--- src/hw/hssw_pkg.sv ---
// shared constants, types and helpers of the high-side switch control
package hssw_pkg;
  localparam int CLK_MHZ = 20;
  localparam int NCH = 4;
  localparam int DATA_W = 32;
  localparam int ADDR_W = 8;
  localparam int SRC_W = 4;
  localparam int CTRL_W = NCH * SRC_W;
  localparam int PWM_W = 10;
  localparam int TMR_W = 16;
  localparam int GEN_N = 6;
  localparam int ANA_W = 11;
  localparam int STS_W = 10;
  localparam int WAKE_W = 2;

  // filter and tick times in microseconds, counts derived from the clock
  localparam int OC_FILT_US = 16;
  localparam int OC_FILT_CYC = OC_FILT_US * CLK_MHZ;
  localparam int OL_FILT_US = 220;
  localparam int OL_FILT_CYC_DEF = OL_FILT_US * CLK_MHZ;
  localparam int TMR_TICK_US = 1000;
  localparam int TMR_TICK_CYC_DEF = TMR_TICK_US * CLK_MHZ;
  localparam int PWM_SLOW_DIV = 4;
  localparam int OC_CNT_W = 9;
  localparam int OL_CNT_W = 13;
  localparam int TICK_W = 15;
  localparam logic [OC_CNT_W-1:0] OC_LIMIT = OC_CNT_W'(OC_FILT_CYC);
  localparam logic [PWM_W-1:0] PWM_PERIOD = 10'h3FF;

  // register byte addresses
  localparam logic [ADDR_W-1:0] A_CTRL = 8'h00;
  localparam logic [ADDR_W-1:0] A_CFG = 8'h04;
  localparam logic [ADDR_W-1:0] A_TMR1 = 8'h08;
  localparam logic [ADDR_W-1:0] A_TMR2 = 8'h0C;
  localparam logic [ADDR_W-1:0] A_PWM1 = 8'h10;
  localparam logic [ADDR_W-1:0] A_STEP = 8'h04;
  localparam logic [ADDR_W-1:0] A_STS = 8'h20;
  localparam logic [ADDR_W-1:0] A_WAKE = 8'h24;

  // status field positions
  localparam int STS_OC_LSB = 0;
  localparam int STS_OL_LSB = 4;
  localparam int STS_UV_BIT = 8;
  localparam int STS_OV_BIT = 9;

  // generator vector positions
  localparam int GEN_TMR1 = 0;
  localparam int GEN_TMR2 = 1;
  localparam int GEN_PWM1 = 2;
  localparam int GEN_PWM2 = 3;
  localparam int GEN_PWM3 = 4;
  localparam int GEN_PWM4 = 5;

  typedef enum logic [SRC_W-1:0] {
    SRC_OFF = 4'h0, SRC_ON = 4'h1, SRC_TMR1 = 4'h2, SRC_TMR2 = 4'h3,
    SRC_PWM1 = 4'h4, SRC_PWM2 = 4'h5, SRC_PWM3 = 4'h6, SRC_PWM4 = 4'h7,
    SRC_SYNC = 4'h8
  } hssw_src_t;

  typedef enum logic [2:0] {
    MODE_NORMAL = 3'h0, MODE_STOP = 3'h1, MODE_SLEEP = 3'h3,
    MODE_RESTART = 3'h2, MODE_FAILSAFE = 3'h6
  } hssw_mode_t;

  localparam logic [WAKE_W-1:0] WAKE_OFF = 2'h0;
  localparam logic [WAKE_W-1:0] WAKE_WAKE = 2'h1;
  localparam logic [WAKE_W-1:0] WAKE_SYNC = 2'h2;

  typedef struct packed {
    logic [NCH-1:0] ov_rec;
    logic glb_ov_dis;
    logic [NCH-1:0] ov_dis;
    logic uv_rec;
    logic uv_dis;
  } hssw_cfg_t;

  typedef struct packed {
    logic [TMR_W-1:0] duty;
    logic [TMR_W-1:0] period;
  } hssw_tmr_t;

  typedef struct packed {
    logic freq_slow;
    logic [PWM_W-1:0] duty;
  } hssw_pwm_t;

  typedef struct packed {
    logic wake4;
    logic [NCH-1:0] ol;
    logic [NCH-1:0] oc;
    logic ov;
    logic uv;
  } hssw_ana_t;

  localparam logic [CTRL_W-1:0] CTRL_RST = 16'h0000;
  localparam hssw_cfg_t CFG_RST = 11'h000;
  localparam hssw_tmr_t TMR_RST = 32'h0000_0000;
  localparam hssw_pwm_t PWM_RST = 11'h000;

  function automatic logic src_bit(input logic [SRC_W-1:0] code,
                                   input logic [GEN_N-1:0] gen,
                                   input logic sync);
    logic r;
    r = 1'b0;
    case (code)
      SRC_ON: r = 1'b1;
      SRC_TMR1: r = gen[GEN_TMR1];
      SRC_TMR2: r = gen[GEN_TMR2];
      SRC_PWM1: r = gen[GEN_PWM1];
      SRC_PWM2: r = gen[GEN_PWM2];
      SRC_PWM3: r = gen[GEN_PWM3];
      SRC_PWM4: r = gen[GEN_PWM4];
      SRC_SYNC: r = sync;
      default: r = 1'b0;
    endcase
    return r;
  endfunction
endpackage

--- src/hw/hssw_gen.sv ---
// period and duty generator shared by the timers and pwm generators
`timescale 1ns/10ps
`default_nettype none
module hssw_gen
  import hssw_pkg::*;
#(
  parameter int W = 10
) (
  // clock and reset
  input wire logic mclk,
  input wire logic rst_b,
  // setting
  input wire logic tick,
  input wire logic [W-1:0] period,
  input wire logic [W-1:0] duty,
  // waveform
  output logic on_q
);
  logic [W-1:0] cnt_q;
  wire wrap = (cnt_q == period - W'(1)) || (period == {W{1'b0}});

  // very short on-times are still generated; the switch edges eat them
  always_ff @(posedge mclk or negedge rst_b) begin
    if (!rst_b) begin
      cnt_q <= {W{1'b0}};
      on_q <= 1'b0;
    end else begin
      if (tick) begin
        cnt_q <= wrap ? {W{1'b0}} : cnt_q + W'(1);
      end
      on_q <= cnt_q < duty;
    end
  end
endmodule
`default_nettype wire

--- src/hw/hssw_top.sv ---
// high-side switch control: apb registers, sources and protection
//
// Chosen here: the APB register port and the register addresses.
`timescale 1ns/10ps
`default_nettype none
module hssw_top
  import hssw_pkg::*;
#(
  parameter int OL_FILT_CYC = OL_FILT_CYC_DEF,
  parameter int TMR_TICK_CYC = TMR_TICK_CYC_DEF
) (
  // clock and reset
  input wire logic mclk,
  input wire logic rst_b,
  // apb slave
  input wire logic psel,
  input wire logic penable,
  input wire logic pwrite,
  input wire logic [ADDR_W-1:0] paddr,
  input wire logic [DATA_W-1:0] pwdata,
  output logic [DATA_W-1:0] prdata,
  output logic pready,
  output logic pslverr,
  // device mode from mode control
  input wire hssw_mode_t device_mode,
  // comparator levels and wake pin, asynchronous
  input wire hssw_ana_t ana_async,
  // switch drive and wake pin capability
  output logic [NCH-1:0] load_switch_output,
  output logic wake_pin_four_wake_en
);
  localparam logic [OL_CNT_W-1:0] OL_LIMIT = OL_CNT_W'(OL_FILT_CYC);
  localparam logic [TICK_W-1:0] TICK_LAST = TICK_W'(TMR_TICK_CYC - 1);
  localparam logic [2:0] SLOW_LAST = 3'(PWM_SLOW_DIV - 1);

  logic [ANA_W-1:0] ana_meta_q;
  logic [ANA_W-1:0] ana_sync_q;
  hssw_ana_t ana_s;
  logic [CTRL_W-1:0] ctrl_q;
  logic [CTRL_W-1:0] ctrl_d;
  hssw_cfg_t cfg_q;
  hssw_tmr_t tmr1_q;
  hssw_tmr_t tmr2_q;
  hssw_pwm_t pwm_q [NCH];
  logic [WAKE_W-1:0] wake_sel_q;
  logic [STS_W-1:0] sts_q;
  logic [NCH-1:0] drive_q;
  logic [NCH-1:0] drive_d;
  logic [NCH-1:0] uv_shut_q;
  logic [NCH-1:0] uv_shut_d;
  logic [NCH-1:0] ov_shut_q;
  logic [NCH-1:0] ov_shut_d;
  logic [NCH-1:0] oc_trip;
  logic [NCH-1:0] ol_set;
  logic [NCH-1:0] uv_clr;
  logic [NCH-1:0] ov_clr;
  logic [NCH-1:0] ov_kill;
  logic [NCH-1:0] hit_pwm;
  logic [NCH-1:0] pwm_on;
  logic [TICK_W-1:0] tick_cnt_q;
  logic [2:0] slow_cnt_q;
  logic tmr1_on;
  logic tmr2_on;
  logic [DATA_W-1:0] rd_pwm;

  // comparator levels: two flops before anything looks at them
  always_ff @(posedge mclk or negedge rst_b) begin
    if (!rst_b) begin
      ana_meta_q <= 11'h000;
      ana_sync_q <= 11'h000;
    end else begin
      ana_meta_q <= ana_async;
      ana_sync_q <= ana_meta_q;
    end
  end
  assign ana_s = hssw_ana_t'(ana_sync_q);

  // mode decode
  wire normal_mode = device_mode == MODE_NORMAL;
  wire lowpower = (device_mode == MODE_STOP) || (device_mode == MODE_SLEEP);
  wire kill_all = (device_mode == MODE_RESTART) ||
                  (device_mode == MODE_FAILSAFE);

  // apb decode; one wait state, then the access completes
  wire hit_ctrl = paddr == A_CTRL;
  wire hit_cfg = paddr == A_CFG;
  wire hit_tmr1 = paddr == A_TMR1;
  wire hit_tmr2 = paddr == A_TMR2;
  wire hit_sts = paddr == A_STS;
  wire hit_wake = paddr == A_WAKE;
  for (genvar g = 0; g < NCH; g++) begin : g_hit
    assign hit_pwm[g] = paddr == ADDR_W'(A_PWM1 + A_STEP * g);
  end
  wire mapped = hit_ctrl | hit_cfg | hit_tmr1 | hit_tmr2 | hit_sts |
                hit_wake | (|hit_pwm);
  // settings are frozen in stop and sleep mode; status stays clearable
  wire lp_block = pwrite && lowpower && !hit_sts;
  wire acc_err = !mapped || lp_block;
  wire pready_d = psel && penable && !pready;
  wire commit = psel && penable && pready;
  wire wr_ok = commit && pwrite && !acc_err;
  wire wr_ctrl = wr_ok && hit_ctrl;
  wire wr_sts = wr_ok && hit_sts;

  always_comb begin
    rd_pwm = 32'h0000_0000;
    for (int k = 0; k < NCH; k++) begin
      if (hit_pwm[k]) begin
        rd_pwm = DATA_W'(pwm_q[k]);
      end
    end
  end
  wire [DATA_W-1:0] rdata = !mapped ? 32'h0000_0000 :
                            hit_ctrl ? DATA_W'(ctrl_q) :
                            hit_cfg ? DATA_W'(cfg_q) :
                            hit_tmr1 ? DATA_W'(tmr1_q) :
                            hit_tmr2 ? DATA_W'(tmr2_q) :
                            hit_sts ? DATA_W'(sts_q) :
                            hit_wake ? DATA_W'(wake_sel_q) : rd_pwm;

  always_ff @(posedge mclk or negedge rst_b) begin
    if (!rst_b) begin
      pready <= 1'b0;
      pslverr <= 1'b0;
      prdata <= 32'h0000_0000;
    end else begin
      pready <= pready_d;
      pslverr <= pready_d && acc_err;
      if (pready_d) begin
        prdata <= rdata;
      end
    end
  end

  // configuration registers
  always_ff @(posedge mclk or negedge rst_b) begin
    if (!rst_b) begin
      cfg_q <= CFG_RST;
      tmr1_q <= TMR_RST;
      tmr2_q <= TMR_RST;
      wake_sel_q <= WAKE_OFF;
      for (int k = 0; k < NCH; k++) begin
        pwm_q[k] <= PWM_RST;
      end
    end else begin
      if (wr_ok && hit_cfg) begin
        cfg_q <= hssw_cfg_t'(pwdata[$bits(hssw_cfg_t)-1:0]);
      end
      if (wr_ok && hit_tmr1) begin
        tmr1_q <= hssw_tmr_t'(pwdata);
      end
      if (wr_ok && hit_tmr2) begin
        tmr2_q <= hssw_tmr_t'(pwdata);
      end
      if (wr_ok && hit_wake) begin
        wake_sel_q <= pwdata[WAKE_W-1:0];
      end
      for (int k = 0; k < NCH; k++) begin
        if (wr_ok && hit_pwm[k]) begin
          pwm_q[k] <= hssw_pwm_t'(pwdata[$bits(hssw_pwm_t)-1:0]);
        end
      end
    end
  end

  // shared prescalers: timer tick and slow pwm rate
  wire tmr_tick = tick_cnt_q == TICK_LAST;
  wire slow_tick = slow_cnt_q == SLOW_LAST;
  always_ff @(posedge mclk or negedge rst_b) begin
    if (!rst_b) begin
      tick_cnt_q <= 15'h0000;
      slow_cnt_q <= 3'h0;
    end else begin
      tick_cnt_q <= tmr_tick ? 15'h0000 : tick_cnt_q + 15'h0001;
      slow_cnt_q <= slow_tick ? 3'h0 : slow_cnt_q + 3'h1;
    end
  end

  // two timers, each with its own period and duty
  hssw_gen #(.W(TMR_W)) u_tmr1 (
    .mclk(mclk),
    .rst_b(rst_b),
    .tick(tmr_tick),
    .period(tmr1_q.period),
    .duty(tmr1_q.duty),
    .on_q(tmr1_on)
  );
  hssw_gen #(.W(TMR_W)) u_tmr2 (
    .mclk(mclk),
    .rst_b(rst_b),
    .tick(tmr_tick),
    .period(tmr2_q.period),
    .duty(tmr2_q.duty),
    .on_q(tmr2_on)
  );
  // pwm generators free-run, so an assignment takes effect at once
  for (genvar g = 0; g < NCH; g++) begin : g_pwm
    wire pwm_tick = pwm_q[g].freq_slow ? slow_tick : 1'b1;
    hssw_gen #(.W(PWM_W)) u_pwm (
      .mclk(mclk),
      .rst_b(rst_b),
      .tick(pwm_tick),
      .period(PWM_PERIOD),
      .duty(pwm_q[g].duty),
      .on_q(pwm_on[g])
    );
  end

  // sync from wake pin four only when that pin is switched to sync use
  wire sync_sel = wake_sel_q == WAKE_SYNC;
  wire sync_in = ana_s.wake4 && sync_sel;
  wire [GEN_N-1:0] gen_v = {pwm_on, tmr2_on, tmr1_on};
  wire uv_kill = ana_s.uv && !cfg_q.uv_dis;

  // per-channel source, protection and filters
  for (genvar g = 0; g < NCH; g++) begin : g_ch
    logic [OC_CNT_W-1:0] oc_cnt_q;
    logic [OL_CNT_W-1:0] ol_cnt_q;
    wire [SRC_W-1:0] code = ctrl_q[g*SRC_W +: SRC_W];
    // static codes hold in any mode that is not restart or fail-safe
    wire src_on = src_bit(code, gen_v, sync_in);
    wire cfg_on = code != SRC_OFF;
    wire oc_hot = drive_q[g] && ana_s.oc[g];
    wire ol_hot = drive_q[g] && ana_s.ol[g];
    assign ov_kill[g] = ana_s.ov &&
      (normal_mode ? !cfg_q.ov_dis[g] :
       (lowpower && !cfg_q.glb_ov_dis));
    assign oc_trip[g] = oc_hot && (oc_cnt_q == OC_LIMIT);
    assign ol_set[g] = ol_hot && (ol_cnt_q == OL_LIMIT);
    assign drive_d[g] = src_on && !kill_all && !uv_kill &&
                        !ov_kill[g] && !oc_trip[g];
    // shutdown memory tells which channels must be cleared on release
    assign uv_shut_d[g] = ana_s.uv && (uv_shut_q[g] || (uv_kill && cfg_on));
    assign ov_shut_d[g] = ana_s.ov && (ov_shut_q[g] || (ov_kill[g] && cfg_on));
    assign uv_clr[g] = uv_shut_q[g] && !ana_s.uv && !cfg_q.uv_rec;
    assign ov_clr[g] = ov_shut_q[g] && !ana_s.ov &&
                       !cfg_q.ov_rec[g];
    // hardware clears win over a software write in the same cycle
    assign ctrl_d[g*SRC_W +: SRC_W] =
      (oc_trip[g] || uv_clr[g] || ov_clr[g]) ? SRC_OFF :
      wr_ctrl ? pwdata[g*SRC_W +: SRC_W] : code;

    always_ff @(posedge mclk or negedge rst_b) begin
      if (!rst_b) begin
        oc_cnt_q <= 9'h000;
        ol_cnt_q <= 13'h0000;
      end else begin
        // filters restart whenever the output or condition drops
        if (!oc_hot) begin
          oc_cnt_q <= 9'h000;
        end else if (oc_cnt_q != OC_LIMIT) begin
          oc_cnt_q <= oc_cnt_q + 9'h001;
        end
        if (!ol_hot) begin
          ol_cnt_q <= 13'h0000;
        end else if (ol_cnt_q != OL_LIMIT) begin
          ol_cnt_q <= ol_cnt_q + 13'h0001;
        end
      end
    end
  end

  // status: write one to clear, a new event wins over the clear
  wire [STS_W-1:0] sts_set =
    {ana_s.ov, ana_s.uv, ol_set, oc_trip};
  wire [STS_W-1:0] clr_req = wr_sts ? pwdata[STS_W-1:0] : 10'h000;
  // open-load bits only clear once the condition has gone
  wire [STS_W-1:0] ol_hold = {2'h0, ana_s.ol, 4'h0};
  wire [STS_W-1:0] clr_eff = clr_req & ~ol_hold;

  always_ff @(posedge mclk or negedge rst_b) begin
    if (!rst_b) begin
      ctrl_q <= CTRL_RST;
      sts_q <= 10'h000;
      drive_q <= 4'h0;
      uv_shut_q <= 4'h0;
      ov_shut_q <= 4'h0;
      wake_pin_four_wake_en <= 1'b0;
    end else begin
      ctrl_q <= ctrl_d;
      sts_q <= (sts_q & ~clr_eff) | sts_set;
      drive_q <= drive_d;
      uv_shut_q <= uv_shut_d;
      ov_shut_q <= ov_shut_d;
      wake_pin_four_wake_en <= wake_sel_q == WAKE_WAKE;
    end
  end
  assign load_switch_output = drive_q;
endmodule
`default_nettype wire

--- config.mk ---
export PLATFORM = sky130hd
export DESIGN_NAME = hssw_top
export DESIGN_NICKNAME = d
export VERILOG_FILES = /design/src/hw/hssw_pkg.sv /design/src/hw/hssw_gen.sv /design/src/hw/hssw_top.sv
export SDC_FILE = /design/constraint.sdc
export NUM_CORES = 1
export LEC_CHECK = 0
export BUFFER_PORTS_ARGS = -buffer_cell sky130_fd_sc_hd__buf_2
export CAP_MARGIN = 20
export CORE_MARGIN = 2
export CORE_UTILIZATION = 45
export CTS_CLUSTER_DIAMETER = 50
export DETAILED_ROUTE_END_ITERATION = 12
export PLACE_DENSITY = 0.7
export SKIP_CTS_REPAIR_TIMING = 1
export SYNTH_ARGS = -nofsm -noshare
export SYNTH_HDL_FRONTEND = slang
export SYNTH_SLANG_ARGS = --single-unit
--- constraint.sdc ---
create_clock -name mclk -period 2.45 [get_ports mclk]
set_input_delay 0.49 -clock mclk [delete_from_list [all_inputs] [get_ports mclk]]
set_output_delay 0.49 -clock mclk [all_outputs]
set_load 0.03 [all_outputs]
# After elaboration in Yosys (flattened, before gate mapping)
# Cells that the tools add are included.
word_totals:
  reg_bits: 400
  in_bits: 59
  out_inout_bits: 39
  word_cells: 374
op_classes:
  addsub: 18
  order_cmp: 6
  eq_ne: 79
  mux: 56
  n_bitwise: 11
  reduce_logical: 150
ops:
  columns: ["operator", "n"]
  rows:
  - ["2-to-1 mux 32 bit", 10]
  - ["2-to-1 mux 13 bit", 8]
  - ["logical AND 1 bit", 89]
  - ["2-to-1 mux 9 bit", 8]
  - ["== test 4 x 3 -> 1 bit, second input constant", 16]
  - ["adder 13 x 1 -> 13 bit, second input constant", 4]
  - ["== test 13 bit, second input constant", 4]
  - ["inequality test 13 bit, second input constant", 4]
  - ["2-to-1 mux 10 bit", 5]
  - ["adder 10 x 1 -> 10 bit, second input constant", 4]
  - ["== test 10 bit, second input constant", 4]
  - ["less-than comparator 10 bit", 4]
  - ["adder 9 x 1 -> 9 bit, second input constant", 4]
  - ["== test 9 bit, second input constant", 4]
  - ["inequality test 9 bit, second input constant", 4]
  - ["adder 16 x 1 -> 16 bit, second input constant", 2]
  - ["== test 16 bit", 2]
  - ["== test 4 x 2 -> 1 bit, second input constant", 8]
  - ["== test 8 x 5 -> 1 bit, second input constant", 4]
  - ["logical NOT 16 bit", 2]
  - ["less-than comparator 16 bit", 2]
  - ["2-to-1 mux 16 bit", 2]
  - ["2-to-1 mux 4 bit", 8]
  - ["one-hot mux 1 bit (8 select lines)", 4]
  - ["other kinds (31)", 114]

# Depth between registers and ports, before layout
logic_depth:
  word_depth: 17
  mapped_depth: 11
  mapped_depth_nobuf: 9

# By module
# A second synthesis with hierarchy kept.
unflattened:
  hier_cells: 2201
  area_unflattened_um2: 22745.6
modules_own_cells:
  columns: ["mod", "n_inst", "cells_each", "area_per_inst_um2", "seq_area_each_um2"]
  rows:
  - ["hssw_top", 1, 1268, 14757.9, 8057.7]
  - ["hssw_gen at g_pwm[0].u_pwm ...", 4, 128, 1092.3, 275.3]
  - ["hssw_gen at u_tmr1", 1, 211, 1846.8, 425.4]
  - ["hssw_gen at u_tmr2", 1, 210, 1771.7, 425.4]

# Worst setup path before layout
# Ideal clock, no wire load.
synth_timing:
  path_type: "reg2reg"
  start: "reg tmr1_q[0] (netlist bit)"
  end: "reg u_tmr1.cnt_q[11]"
  setup_ps: 137
  t_arrival_ps: 2521
  required_ps: 2313
  setup_slack_ps: -208
  path_stages_with_launch: 11
  n_path_buf: 1
  synth_period_minus_slack_ps: 2658
  path_cell_list: "dfrtp_1 inv_1 ha_1 nor3b_2 nand3_1 a2111oi_0 o2111ai_1 a2111o_1 o21ai_4 buf_6 a21oi_1"
synth_between:
  elab_chain_len: 4
  elab_cells_between_ends: 5
  classes_between: "add/sub (1); eq/ne (1); mux (1); reduce/logical (2)"
synth_rtl:
  columns: ["element", "line", "source"]
  rows:
  - ["start, declared", "hssw_top.sv:42", "hssw_tmr_t tmr1_q;"]
  - ["start signal, assigned", "hssw_top.sv:150", "tmr1_q <= hssw_tmr_t'(pwdata);"]
  - ["subtractor 16 x 1 -> 16 bit", "hssw_gen.sv:20", "wire wrap = (cnt_q == period - W'(1)) || (period == {W{1'b0}});"]
  - ["== test 16 bit", "hssw_gen.sv:20", null]
  - ["logical OR 1 bit (*)", "hssw_gen.sv:20", null]
  - ["2-to-1 mux 16 bit (*)", "hssw_gen.sv:29", "cnt_q <= wrap ? {W{1'b0}} : cnt_q + W'(1);"]
  - ["end signal, assigned", "hssw_gen.sv:25", "cnt_q <= {W{1'b0}};"]
  - ["end signal, assigned", "hssw_gen.sv:29", null]
  - ["end, declared", "hssw_gen.sv:19", "logic [W-1:0] cnt_q;"]
# Every way passes the cells marked *; elsewhere a longest branch is shown, timed or not.
# A chain may end at the register's enable or synchronous reset.

# Worst setup path after layout
layout_timing:
  start: "reg tmr2_q[0] (netlist bit)"
  end: "reg u_tmr2.cnt_q[4]"
layout_between:
  elab_chain_len: 4
  elab_cells_between_ends: 5
  classes_between: "add/sub (1); eq/ne (1); mux (1); reduce/logical (2)"
layout_rtl:
  columns: ["element", "line", "source"]
  rows:
  - ["start, declared", "hssw_top.sv:43", "hssw_tmr_t tmr2_q;"]
  - ["start signal, assigned", "hssw_top.sv:153", "tmr2_q <= hssw_tmr_t'(pwdata);"]
  - ["subtractor 16 x 1 -> 16 bit", "hssw_gen.sv:20", null]
  - ["== test 16 bit", "hssw_gen.sv:20", null]
  - ["logical OR 1 bit (*)", "hssw_gen.sv:20", null]
  - ["2-to-1 mux 16 bit (*)", "hssw_gen.sv:29", null]
  - ["end signal, assigned", "hssw_gen.sv:25", null]
  - ["end signal, assigned", "hssw_gen.sv:29", null]
  - ["end, declared", "hssw_gen.sv:19", null]
# Marked as above.

==> metrics.txt <==
run status finished with violations; failing checks negative setup slack; deepest clock path buffer count 3; max cap viols 0; CP startpoint kind flop; sequential element share of the synthesized area 48.0%; Die Span Y 219 um; Initial Util 45.7%; top cell type's share of synthesized area 48.0%; multi-input logic area 10300 um2; leakage power 11.7 nW; dpl cells 2882; leading cell types in the layout, fill and taps excluded dfrtp_1, nand2_1, nor2_1, o21ai_0, buf_4; Final setup viols 32; detailed placer's ending HPWL 41.0 mm; DRT Pass-1 Iters 6; asr flop ratio synth 100%; YS warnings 0; wire per inst 18.9 um; DR vias/cell 5.67; Max Fclk 390 MHz; Final Cell Area 25000 um2; Critical Path RT 2.95 ns; Yosys cell types 77; setup_tns -1.76 ns; Layout Utilization 55.0%; Final min period 2.56 ns; nets@finish 2502; Mapped Area 20800 um2; Chip Width 219 um; Worst IR Drop VDD 0.649 mV; mean post-synth cell area 9.81 um2; Setup CP Type reg2reg; layout cells sized above 1 19.0%; Slew HR 56.5%; total gr overflow 0; Synth area leader dfrtp_1; Residual DRC 0; vias 16900; ANT nets after route 0; Mapped Cells 2125; P per Cell Area 612 nW/um2; H-tree depth 2; first-pass GRT wire length 91.1 mm; final WL 56.5 mm; most common cell after layout, fill and taps aside dfrtp_1; endpoint type of the worst setup path flop; slack of the critical path -0.112 ns; area added between synthesis and finish 20.2%; Post-synth top flop dfrtp_1; clk sinks 400; largest net degree at the start of global routing 70; clk root buf clkbuf_16; R2R setup slack -0.11 ns; row count 78; maximum fanout along the worst path 7; post-synthesis register bit count 400; Total Routing Usage GR 24.0%; Worst EP arrival 3.06 ns; number of DRC markers in iteration 0 1577; fin cells 2987; CTS tree built; vias in the first global route 17000; filler cell count 3901; Setup Skew 0.0101 ns; Area contributors post-synth dfrtp_1, ha_1, nand2_1; RSZ-0062 raised after global routing true; fin crit share 105%; I/O Pins 98; die area 48100 um2; routability cong. 0.943; Synth Net Count 2280; initial antenna violation count 3; register area 10000 um2; Inserted Clock Buffers 48; dpl ws -0.196 ns; core area 45600 um2; PortBufs 97; worst-skew pair later-pin latency 0.59 ns; worst min-delay path category in2reg; Post-synth EDFFs 0; Cell Area, Placed 23100 um2; Worst-Margin Slew 0.650 ns; clock-pin slew on the worst setup and hold paths 0.06 ns; fin. max-slew vios 0; final hold violations 0
area by class of cell:
class                      count  share of cell area (%)
tap                          600                    3.00
antenna                        2                  0.0200
multi-input combinational   1533                    41.1
sequential                   400                    40.0
timing repair buffer         251                    7.53
clock inverter                25                    1.34
inverter                     113                    1.69
clock buffer                  63                    5.30
cells in the mapped netlist (all sizes together), types with 24 or more instances:
library cell and n:
a21o 30, a21oi 99, and3 36, buf 27, clkbuf 52, dfrtp 400, ha 96, inv 112
mux2 62, mux2i 55, nand2 231, nand3 56, nand4 44, nor2 215, nor3 30, nor4 24
o21ai 161, or3 29, xnor2 60, xor2 94
cell families (layout without fill, tap and decap cells):
logic type      Yosys count  count (layout)  synth area share [%]
compound gates          413             413                  12.3
flops                   400             400                  48.0
fa+ha+maj                96              96                  5.76
xor+xnor                154             154                  6.47
other cells               0               2                     0
simple gates            749             749                  17.3
mux                     121             121                  6.42
buf+inv                 192             452                  3.70
report_power, final:
part | switching, W | total, W | internal, W
Combinational | 0.000521 | 0.000837 | 0.000316
Clock | 0.00297 | 0.00747 | 0.00450
Sequential | 0.000236 | 0.00701 | 0.00678
layer usage:
layer / up-vias / share of wire (%) / GRT usage (%) / wire, um
li1: 7911 / - / - / -
met1: 8348 / 43 / 32.3 / 24600
met2: 559 / 46 / 38.5 / 26200
met3: 119 / 7.3 / 4.88 / 4110
met4: 4 / 2.9 / 8.40 / 1660
met5: - / 0.025 / 0 / 14
path summary, 6_finish.rpt:
path                                      from                  end  cells past startpoint
worst max-delay path                 tmr2_q[0]      u_tmr2.cnt_q[4]                     10
worst min-delay path              ana_async[7]        ana_meta_q[7]                      1
worst max register to register       tmr2_q[0]      u_tmr2.cnt_q[4]                     10
worst min register to register  ana_meta_q[10]            ana_s[10]                      0
max in group asynchronous                rst_b           prdata[23]                      3
min in group asynchronous                rst_b  g_ch[3].ol_cnt_q[2]                      2
worst max-delay path: stages (launching register included):
cell	delay, ns
dfrtp_1	0.41
inv_2	0.09
ha_4	0.12
or4b_4	0.50
or3_1	0.34
a21o_1	0.20
a31o_4	0.22
a41oi_4	0.18
buf_6	0.18
a21oi_2	0.05
o22ai_1	0.18
through the flow:
| stage | hold WS, ns | total power [W] |
|---|---|---|
| final | 0.0143 | 0.0153 |
| after global routing | 0.00158 | 0.0159 |
| after CTS | -0.140 | 0.0155 |
| after floorplan | 0.194 | 0.00749 |
| after global placement | 0.336 | 0.00791 |
| after detailed placement | 0.337 | 0.00795 |
flip-flops by register name, indices dropped and copies added, names as in the netlist, 3 cells and up:
name and cells:
ana_meta_q 11, g_ch.ol_cnt_q 52, tmr2_q 32, u_tmr2.cnt_q 16, g_ch.oc_cnt_q 36, g_pwm.u_pwm.on_q 4
prdata 32, ov_shut_q 4, u_tmr1.cnt_q 16, pwm_q 44, tick_cnt_q 15, sts_q 10
slow_cnt_q 3, tmr1_q 32, cfg_q 11, load_switch_output 4, g_pwm.u_pwm.cnt_q 40, ctrl_q 16
uv_shut_q 4, ana_s 11
No activity file was read; power rests on OpenSTA's default activity.
